File: config.mk
export PLATFORM = sky130hd
export DESIGN_NAME = osct_top
export DESIGN_NICKNAME = d
export VERILOG_FILES = /design/src/verilog/osct_pkg.sv /design/src/verilog/osct_freq_ctl.sv /design/src/verilog/osct_top.sv
export VERILOG_INCLUDE_DIRS = /design/src /design/src/verilog
export SDC_FILE = /design/constraint.sdc
export NUM_CORES = 1
export LEC_CHECK = 0
export BUFFER_PORTS_ARGS = -buffer_cell sky130_fd_sc_hd__clkbuf_2
export CORE_AREA = 4 4 84 102
export DETAILED_ROUTE_END_ITERATION = 8
export DIE_AREA = 0 0 88 106
export GPL_ROUTABILITY_DRIVEN = 0
export HOLD_SLACK_MARGIN = 0.05
export PLACE_DENSITY = 0.74
export SYNTH_ARGS = -nofsm -noshare
export SYNTH_HDL_FRONTEND = slang
export SYNTH_SLANG_ARGS = --single-unit
File: constraint.sdc
create_clock -name core_clk -period 1.7 [get_ports core_clk]
set_input_delay 0.085 -clock core_clk [delete_from_list [all_inputs] [get_ports core_clk]]
set_output_delay 0.085 -clock core_clk [all_outputs]
set_load 0.02 [all_outputs]
File: src/verilog/osct_defines.svh
/*
  Register offsets, field positions, reset values and encodings of the
  oscillator control block. Assumes byte addresses on a 32-bit APB.
*/
`ifndef OSCT_DEFINES_SVH
`define OSCT_DEFINES_SVH

// register byte offsets
`define OSCT_ADDR_FORCE 8'h00
`define OSCT_ADDR_FREQ 8'h04
`define OSCT_ADDR_TRIM 8'h08
`define OSCT_ADDR_SECPWR 8'h0c
`define OSCT_ADDR_RUN 8'h10
`define OSCT_ADDR_CFG 8'h14

// force enable register: six force bits at [7:2], [1:0] unimplemented
`define OSCT_FORCE_LSB 2
`define OSCT_FORCE_MSB 7
`define OSCT_FORCE_RESET 6'h00
`define OSCT_IDX_RC 0
`define OSCT_IDX_SEC 1
`define OSCT_IDX_LF 2
`define OSCT_IDX_MF 3
`define OSCT_IDX_HF 4
`define OSCT_IDX_EXT 5

// frequency select field codes
`define OSCT_FRQ_1 3'h0
`define OSCT_FRQ_2 3'h1
`define OSCT_FRQ_4 3'h2
`define OSCT_FRQ_8 3'h3
`define OSCT_FRQ_12 3'h4
`define OSCT_FRQ_16 3'h5
`define OSCT_FRQ_32 3'h6
`define OSCT_FRQ_RSVD 3'h7
`define OSCT_FRQ_RESET 3'h2

// reset oscillator configuration codes
`define OSCT_RSTCFG_HF1 3'h6
`define OSCT_RSTCFG_HF32 3'h0

// new source request codes that run the high-frequency oscillator
`define OSCT_SRC_HF 3'h6
`define OSCT_SRC_HF_PLL 3'h1
`define OSCT_SRC_ALIAS_A 3'h3
`define OSCT_SRC_ALIAS_B 3'h0

// trim field and secondary power reset values
`define OSCT_TRIM_RESET 6'h00
`define OSCT_SECPWR_RESET 1'b0

// edges a strap needs through the synchroniser
`define OSCT_SYNC_CYCLES 2'd2

`endif

File: src/verilog/osct_pkg.sv
/*
  Types of the oscillator control block.
  Assumes nothing of its surroundings.
*/
package osct_pkg;

  typedef enum logic [2:0] {
    OSCT_SYNC = 3'b001,
    OSCT_LOAD = 3'b010,
    OSCT_READY = 3'b100
  } osct_init_t;

endpackage : osct_pkg

File: src/verilog/osct_freq_ctl.sv
/*
  Effective frequency and trim of the high-frequency internal oscillator.
  Assumes select code and trim come from registers on the same clock.
*/
`timescale 1ns/10ps
`include "osct_defines.svh"

module osct_freq_ctl
  import osct_pkg::*;
(
  // clock and reset
  input wire logic core_clk,
  input wire logic rst_n,
  // from the register file
  input wire logic [2:0] sel_code,
  input wire logic [5:0] trim_code,
  // to the oscillator and the status register
  output logic [2:0] eff_code,
  output logic [5:0] nominal_mhz,
  output logic [5:0] trim_out,
  output logic reserved_held
);

  logic sel_reserved;
  logic [5:0] next_mhz;

  assign sel_reserved = (sel_code == `OSCT_FRQ_RSVD);

  always_comb begin
    next_mhz = 6'h04;
    case (eff_code)
      `OSCT_FRQ_1: next_mhz = 6'h01;
      `OSCT_FRQ_2: next_mhz = 6'h02;
      `OSCT_FRQ_4: next_mhz = 6'h04;
      `OSCT_FRQ_8: next_mhz = 6'h08;
      `OSCT_FRQ_12: next_mhz = 6'h0c;
      `OSCT_FRQ_16: next_mhz = 6'h10;
      `OSCT_FRQ_32: next_mhz = 6'h20;
      default: next_mhz = 6'h04;
    endcase
  end

  always_ff @(posedge core_clk or negedge rst_n) begin
    if (!rst_n) begin
      eff_code <= `OSCT_FRQ_RESET;
      nominal_mhz <= 6'h04;
      trim_out <= `OSCT_TRIM_RESET;
      reserved_held <= 1'b0;
    end else begin
      if (!sel_reserved) begin
        eff_code <= sel_code;
      end
      nominal_mhz <= next_mhz;
      trim_out <= trim_code;
      reserved_held <= sel_reserved;
    end
  end

endmodule : osct_freq_ctl

File: src/verilog/osct_top.sv
/*
  Oscillator force-on, frequency select and trim control with an APB slave.
  Assumes one 200 MHz core_clk, straps that are static pins, and module
  requests and the new source request driven on core_clk.
*/
// The APB register port and the register offsets were decided locally.
`timescale 1ns/10ps
`include "osct_defines.svh"

module osct_top
  import osct_pkg::*;
#(
  parameter int ADDR_W = 8
) (
  // clock and reset
  input wire logic core_clk,
  input wire logic rst_n,
  // apb slave
  input wire logic psel,
  input wire logic penable,
  input wire logic pwrite,
  input wire logic [ADDR_W-1:0] paddr,
  input wire logic [31:0] pwdata,
  input wire logic [3:0] pstrb,
  output logic [31:0] prdata,
  output logic pready,
  output logic pslverr,
  // configuration straps (pins)
  input wire logic [2:0] reset_oscillator_config,
  input wire logic [2:0] external_osc_mode_config,
  // requests from other modules, same clock: one bit per oscillator, plus a 3-bit new source code
  input wire logic [5:0] module_request,
  input wire logic [2:0] new_source_request,
  // oscillator controls
  output logic ext_osc_run,
  output logic [2:0] ext_osc_mode,
  output logic hf_osc_run,
  output logic [2:0] hf_freq_code,
  output logic [5:0] hf_nominal_mhz,
  output logic [5:0] hf_trim,
  output logic mf_osc_run,
  output logic lf_osc_run,
  output logic sec_osc_run,
  output logic sec_osc_high_power,
  output logic conv_rc_osc_run
);

  // strap synchronisers
  logic [5:0] strap_meta;
  logic [5:0] strap_sync;
  logic [5:0] strap_pins;

  assign strap_pins = {external_osc_mode_config, reset_oscillator_config};

  genvar gs;
  generate
    for (gs = 0; gs < 6; gs++) begin : g_strap
      always_ff @(posedge core_clk or negedge rst_n) begin
        if (!rst_n) begin
          strap_meta[gs] <= 1'b0;
          strap_sync[gs] <= 1'b0;
        end else begin
          strap_meta[gs] <= strap_pins[gs];
          strap_sync[gs] <= strap_meta[gs];
        end
      end
    end
  endgenerate

  // start-up sequence: wait for straps, then load defaults
  osct_init_t init_state;
  osct_init_t next_init_state;
  logic [1:0] sync_cnt;
  logic [1:0] next_sync_cnt;
  logic init_load;
  logic init_ready;

  assign init_load = (init_state == OSCT_LOAD);
  assign init_ready = (init_state == OSCT_READY);

  always_comb begin
    next_init_state = init_state;
    next_sync_cnt = sync_cnt;
    case (init_state)
      OSCT_SYNC: begin
        next_sync_cnt = sync_cnt + 2'd1;
        if (sync_cnt == `OSCT_SYNC_CYCLES) begin
          next_init_state = OSCT_LOAD;
        end
      end
      OSCT_LOAD: begin
        next_init_state = OSCT_READY;
      end
      OSCT_READY: begin
        next_init_state = OSCT_READY;
      end
      default: begin
        next_init_state = OSCT_SYNC;
        next_sync_cnt = 2'd0;
      end
    endcase
  end

  always_ff @(posedge core_clk or negedge rst_n) begin
    if (!rst_n) begin
      init_state <= OSCT_SYNC;
      sync_cnt <= 2'd0;
    end else begin
      init_state <= next_init_state;
      sync_cnt <= next_sync_cnt;
    end
  end

  // straps caught once after release
  logic [2:0] rst_cfg;
  logic [2:0] ext_mode_cfg;
  logic [2:0] strap_freq;

  assign strap_freq = (strap_sync[2:0] == `OSCT_RSTCFG_HF1) ? `OSCT_FRQ_4 :
                      (strap_sync[2:0] == `OSCT_RSTCFG_HF32) ? `OSCT_FRQ_32 :
                      `OSCT_FRQ_RESET;

  always_ff @(posedge core_clk or negedge rst_n) begin
    if (!rst_n) begin
      rst_cfg <= 3'h0;
      ext_mode_cfg <= 3'h0;
    end else if (init_load) begin
      rst_cfg <= strap_sync[2:0];
      ext_mode_cfg <= strap_sync[5:3];
    end
  end

  // apb decode
  logic apb_access;
  logic apb_done;
  logic apb_wr;
  logic lane0;
  logic hit_force;
  logic hit_freq;
  logic hit_trim;
  logic hit_secpwr;
  logic hit_run;
  logic hit_cfg;
  logic hit_any;
  logic hit_ro;
  logic [7:0] addr8;

  assign addr8 = paddr[7:0];
  assign apb_access = psel && penable && init_ready;
  assign apb_done = apb_access && pready;
  assign apb_wr = apb_done && pwrite && !pslverr;
  assign lane0 = pstrb[0];
  assign hit_force = (addr8 == `OSCT_ADDR_FORCE);
  assign hit_freq = (addr8 == `OSCT_ADDR_FREQ);
  assign hit_trim = (addr8 == `OSCT_ADDR_TRIM);
  assign hit_secpwr = (addr8 == `OSCT_ADDR_SECPWR);
  assign hit_run = (addr8 == `OSCT_ADDR_RUN);
  assign hit_cfg = (addr8 == `OSCT_ADDR_CFG);
  assign hit_ro = hit_run || hit_cfg;
  assign hit_any = hit_force || hit_freq || hit_trim || hit_secpwr || hit_ro;

  // per-register write strobes
  logic wr_force;
  logic wr_freq;
  logic wr_trim;
  logic wr_secpwr;

  assign wr_force = apb_wr && lane0 && hit_force;
  assign wr_freq = apb_wr && lane0 && hit_freq;
  assign wr_trim = apb_wr && lane0 && hit_trim;
  assign wr_secpwr = apb_wr && lane0 && hit_secpwr;

  // software registers
  logic [5:0] force_on;
  logic [2:0] freq_sel;
  logic [5:0] trim_field;
  logic sec_pwr;

  always_ff @(posedge core_clk or negedge rst_n) begin
    if (!rst_n) begin
      force_on <= `OSCT_FORCE_RESET;
    end else if (wr_force) begin
      force_on <= pwdata[`OSCT_FORCE_MSB:`OSCT_FORCE_LSB];
    end
  end

  always_ff @(posedge core_clk or negedge rst_n) begin
    if (!rst_n) begin
      freq_sel <= `OSCT_FRQ_RESET;
    end else if (init_load) begin
      freq_sel <= strap_freq;
    end else if (wr_freq) begin
      freq_sel <= pwdata[2:0];
    end
  end

  always_ff @(posedge core_clk or negedge rst_n) begin
    if (!rst_n) begin
      trim_field <= `OSCT_TRIM_RESET;
    end else if (wr_trim) begin
      trim_field <= pwdata[5:0];
    end
  end

  always_ff @(posedge core_clk or negedge rst_n) begin
    if (!rst_n) begin
      sec_pwr <= `OSCT_SECPWR_RESET;
    end else if (wr_secpwr) begin
      sec_pwr <= pwdata[0];
    end
  end

  // high-frequency oscillator wanted by the new source request
  logic hf_by_source;
  logic src_hf_direct;
  logic src_hf_alias;

  // reserved request codes behave as the plain high-frequency request
  assign src_hf_direct = (new_source_request == `OSCT_SRC_HF) || (new_source_request == `OSCT_SRC_HF_PLL);
  assign src_hf_alias = (new_source_request == `OSCT_SRC_ALIAS_A) || (new_source_request == `OSCT_SRC_ALIAS_B);
  assign hf_by_source = src_hf_direct || src_hf_alias;

  // per-oscillator run: force bit or any other requester
  logic [5:0] extra_req;
  logic [5:0] run_req;
  logic [5:0] run;

  assign extra_req = {1'b0, hf_by_source, 4'h0};
  assign run_req = force_on | module_request | extra_req;

  genvar go;
  generate
    for (go = 0; go < 6; go++) begin : g_run
      always_ff @(posedge core_clk or negedge rst_n) begin
        if (!rst_n) begin
          run[go] <= 1'b0;
        end else begin
          run[go] <= run_req[go];
        end
      end
    end
  endgenerate

  assign ext_osc_run = run[`OSCT_IDX_EXT];
  assign hf_osc_run = run[`OSCT_IDX_HF];
  assign mf_osc_run = run[`OSCT_IDX_MF];
  assign lf_osc_run = run[`OSCT_IDX_LF];
  assign sec_osc_run = run[`OSCT_IDX_SEC];
  assign conv_rc_osc_run = run[`OSCT_IDX_RC];

  // mode outputs, registered
  always_ff @(posedge core_clk or negedge rst_n) begin
    if (!rst_n) begin
      ext_osc_mode <= 3'h0;
      sec_osc_high_power <= 1'b0;
    end else begin
      ext_osc_mode <= ext_mode_cfg;
      sec_osc_high_power <= sec_pwr;
    end
  end

  // frequency and trim path
  logic reserved_held;

  osct_freq_ctl u_freq (
    .core_clk(core_clk),
    .rst_n(rst_n),
    .sel_code(freq_sel),
    .trim_code(trim_field),
    .eff_code(hf_freq_code),
    .nominal_mhz(hf_nominal_mhz),
    .trim_out(hf_trim),
    .reserved_held(reserved_held)
  );

  // read mux
  logic [31:0] rd_force;
  logic [31:0] rd_freq;
  logic [31:0] rd_trim;
  logic [31:0] rd_secpwr;
  logic [31:0] rd_run;
  logic [31:0] rd_cfg;
  logic [31:0] rd_word;

  assign rd_force = {24'h0, force_on, 2'b00};
  assign rd_freq = {29'h0, freq_sel};
  assign rd_trim = {26'h0, trim_field};
  assign rd_secpwr = {31'h0, sec_pwr};
  assign rd_run = {24'h0, run, 2'b00};
  assign rd_cfg = {19'h0, reserved_held, 1'b0, hf_freq_code, 1'b0, ext_mode_cfg, 1'b0, rst_cfg};

  assign rd_word = hit_force ? rd_force :
                   hit_freq ? rd_freq :
                   hit_trim ? rd_trim :
                   hit_secpwr ? rd_secpwr :
                   hit_run ? rd_run :
                   hit_cfg ? rd_cfg :
                   32'h0;

  // apb answer: one wait state, then pready for one cycle
  logic next_pready;
  logic next_pslverr;
  logic bad_addr;
  logic ro_write;

  // refused: unmapped address, or a write to a status register
  assign bad_addr = !hit_any;
  assign ro_write = pwrite && hit_ro;

  assign next_pready = apb_access && !pready;
  assign next_pslverr = apb_access && !pready && (bad_addr || ro_write);

  always_ff @(posedge core_clk or negedge rst_n) begin
    if (!rst_n) begin
      pready <= 1'b0;
      pslverr <= 1'b0;
      prdata <= 32'h0;
    end else begin
      pready <= next_pready;
      pslverr <= next_pslverr;
      if (next_pready && !pwrite) begin
        prdata <= rd_word;
      end else if (apb_done) begin
        prdata <= 32'h0;
      end
    end
  end

endmodule : osct_top
==> flow_summary.json <==
{
  "period_share_pct": 95.0,
  "postLayoutCellArea_um2": 4130,
  "seqCellArea_um2": 1980,
  "whs_ns": 0.123,
  "vias": 2319,
  "cpMaxStageDelayCell": "dfrtp_1",
  "cts_root_buffer": "clkbuf_8",
  "clkTransAtPathRegs_ns": 0.08,
  "track_usage_pct": 15.9,
  "tns_ns": 0,
  "hpwl_um": 5190,
  "num-fill-cells": 652,
  "diodes": 0,
  "yosysWarnings": 0,
  "critPathBufInv": 1,
  "clockBufferDepth": 2,
  "grt_pass1_vias": 2332,
  "arrival_ns": 1.85,
  "yosysUniqueCellTypes": 45,
  "async_flop_share_pct": 100,
  "grt-ovfl-total": 0,
  "syn_avg_cell_area_um2": 12.4,
  "grt_pass1_wl_um": 11400,
  "die_h_um": 106,
  "gr-usage-met2_pct": 26.5,
  "synth_edf_count": 0,
  "firstDrtPassIters": 4,
  "seq_area_frac_synth_pct": 60.9,
  "max-cap-violations": 0,
  "drc_errors": 0,
  "yosysTopAreaCell": "dfrtp_1",
  "layout_common_cells": "dfrtp_1 (75), clkbuf_2 (74), dlygate4sd3_1 (23)",
  "area_growth_pct": 27.1,
  "layout_commonest_cell": "dfrtp_1",
  "critPathTopFamily": "simple AND/OR/NAND/NOR gates",
  "critPathMaxStageDelay_ns": 0.38,
  "worstSetupPathType": "reg -> reg",
  "antenna_left": 0,
  "crit_fanout": 6,
  "pin_count": 123,
  "num_rows": 35,
  "status": "finished clean",
  "core_area_um2": 7580,
  "clkPwrFrac_pct": 34.7,
  "initial_core_util_pct": 42.9,
  "crit_path_end_kind": "flip-flop",
  "power_density_nw_per_um2": 835,
  "io_buffers": 75,
  "min_period_ns": 1.61,
  "grtUsageMet3_pct": 4.11,
  "clk_latency_ns": 0.35,
  "maxSlewViolCount": 0,
  "drive_gt1_share_pct": 34.5,
  "p_sw_share_pct": 25.4,
  "via_per_inst": 4.94,
  "p_seq_share_pct": 56.2,
  "clock_skew_ns": 0.00771,
  "use_met1_pct": 20.0,
  "critPathLaunchType": "flip-flop",
  "synth.top_cell.area_share_pct": 57.7,
  "numCtsBuffers": 9,
  "grt_max_degree": 40,
  "setup-violations-final": 0,
  "drtIter0Drc": 147,
  "routed_wirelength_um": 7010,
  "die_x_um": 88,
  "cts_htree_levels": 3,
  "die-area_um2": 9330,
  "antenna_found_initial": 0,
  "cts.sinks": 79,
  "syn_inst": 262,
  "power.leakage_nw": 2.08,
  "final_nets": 437,
  "p_switching_mw": 0.877,
  "p_int_mw": 2.58,
  "crit_required_ns": 1.93,
  "synth_area_leaders": "dfrtp_1 (58%), buf_4 (4.8%), dfstp_2 (3.2%), mux2_1 (3.1%), mux2_4 (2.8%)",
  "grt_busiest_layer": "met2",
  "hold_viol_final": 0,
  "placed_cell_area_um2": 3720,
  "power_frac_comb_pct": 9.1,
  "min_path_type": "in -> async",
  "multi_input_area_um2": 1120,
  "synth-main-ff-cell": "dfrtp_1",
  "syn_area_um2": 3250,
  "cts_setup_buffers": 0,
  "cp_cell_sequence": "and4b_1 > and3_4 > and2_1 > buf_4 > mux2_1",
  "cts_tree": "built",
  "wire_per_inst_um": 14.9,
  "rsz0062_at_grt": "false",
  "ir_drop_uv": 463,
  "fmax_mhz": 619,
  "ys_ff_latch": 79
}
==> what timing repair did <==
item | CTS | global route
setup endpoints to repair | 0 | 6
endpoints found under the hold margin | 104 | 0
hold buffers | 23 | 0
gates resized for setup | 0 | 3
==> power by group through the flow <==
stage | registers, mW | logic (mW) | clock network, mW
after CTS | 1.94 | 0.315 | 1.24
final | 1.94 | 0.314 | 1.20
after detailed placement | 1.98 | 0.271 | 0
after global routing | 1.95 | 0.345 | 1.32
after floorplan | 2.00 | 0.142 | 0
after global placement | 1.98 | 0.266 | 0
==> cell families after synthesis <==
logic type               count (synthesis)  share of synthesized area [%]
AND/OR/NAND/NOR                         75                           13.0
multiplexers                            21                           7.88
adder cells (fa/ha/maj)                  1                          0.385
flip-flops                              79                           60.9
XOR/XNOR                                 3                          0.808
other                                    1                          0.115
AO/OA/AOI/OAI                           46                           9.73
buffers and inverters                   36                           7.15
==> synth_stat cells (2+ instances only) <==
| library cell | count |
|---|---|
| nand2_1 | 18 |
| nor3_1 | 3 |
| inv_1 | 3 |
| clkbuf_1 | 9 |
| and3_1 | 6 |
| buf_2 | 2 |
| a32oi_1 | 6 |
| nor2_1 | 12 |
| and2_1 | 3 |
| or2_2 | 5 |
| o21ai_1 | 3 |
| and3b_1 | 4 |
| a22o_1 | 4 |
| a31oi_1 | 2 |
| mux2_4 | 6 |
| nor3b_1 | 2 |
| a21oi_1 | 6 |
| and4b_1 | 2 |
| o21a_1 | 3 |
| mux2i_1 | 2 |
| a22oi_1 | 4 |
| dfrtp_1 | 75 |
| o21ai_0 | 10 |
| nor2b_1 | 2 |
| nand3b_1 | 3 |
| buf_4 | 21 |
| o31ai_1 | 3 |
| nand3_1 | 9 |
| dfstp_2 | 4 |
| mux2_1 | 9 |
| xnor2_1 | 3 |
| mux2_2 | 4 |
| a32o_1 | 2 |
==> stage by stage <==
stage,worst slack (ns),util (%),cells,power (mW)
2_1_floorplan,0.0550,-,281,2.14
3_3_place_gp,0.119,49.1,430,2.24
3_5_place_dp,0.0616,49.1,430,2.25
4_1_cts,0.0512,54.5,469,3.50
5_1_grt,0.0270,54.6,469,3.61
6_report,0.0853,54.6,469,3.45
==> area by class of cell <==
class	instances	share of cell area, %
clock buffer	9	3.00
clock inverter	7	1.21
inverter	3	0.272
multi-input combinational	166	27.1
sequential	79	47.9
tap	92	2.78
timing repair buffer	113	17.7
==> per-layer routing <==
metal | wire [um] | part of all wire [%] | vias to the layer above
met5 | 0 | 0 | -
met4 | 122 | 1.7 | 0
met3 | 495 | 7.1 | 10
met2 | 3530 | 50 | 80
met1 | 2860 | 41 | 1126
li1 | - | - | 1103
==> worst reg2reg max path, delay by kind of cell, from the launching register on <==
kind	cells	cell delay (ns)
flops	1	0.38
simple gates	3	0.63
buf+inv	1	0.17
mux	1	0.34
==> flip-flops by register name, summed over array words and instances, names as in the netlist, 2 cells and up <==
name,flops
strap_sync,6
init_state,3
u_freq.trim_out,6
u_freq.eff_code,3
prdata,12
force_on,6
trim_field,6
strap_meta,6
ext_osc_mode,3
rst_cfg,3
freq_sel,3
ext_mode_cfg,3
sync_cnt,2
u_freq.nominal_mhz,6
==> path summary, 6_finish.rpt <==
check	slack, ns	depth (start not counted)	endpoint	startpoint
worst max-delay path	0.09	5	force_on[2]$_DFFE_PN0P_	pslverr$_DFF_PN0_
worst min-delay path	0.12	2	prdata[10]$_DFFE_PN0P_	rst_n
worst max register to register	0.09	5	force_on[2]$_DFFE_PN0P_	pslverr$_DFF_PN0_
worst min register to register	0.35	0	strap_sync[4]$_DFF_PN0_	strap_meta[4]$_DFF_PN0_
max in group asynchronous	0.95	3	freq_sel[1]$_DFFE_PN1P_	rst_n
min in group core_clk	0.19	3	prdata[0]$_DFFE_PN0P_	paddr[3]
Power figures use the tool's default switching activity.
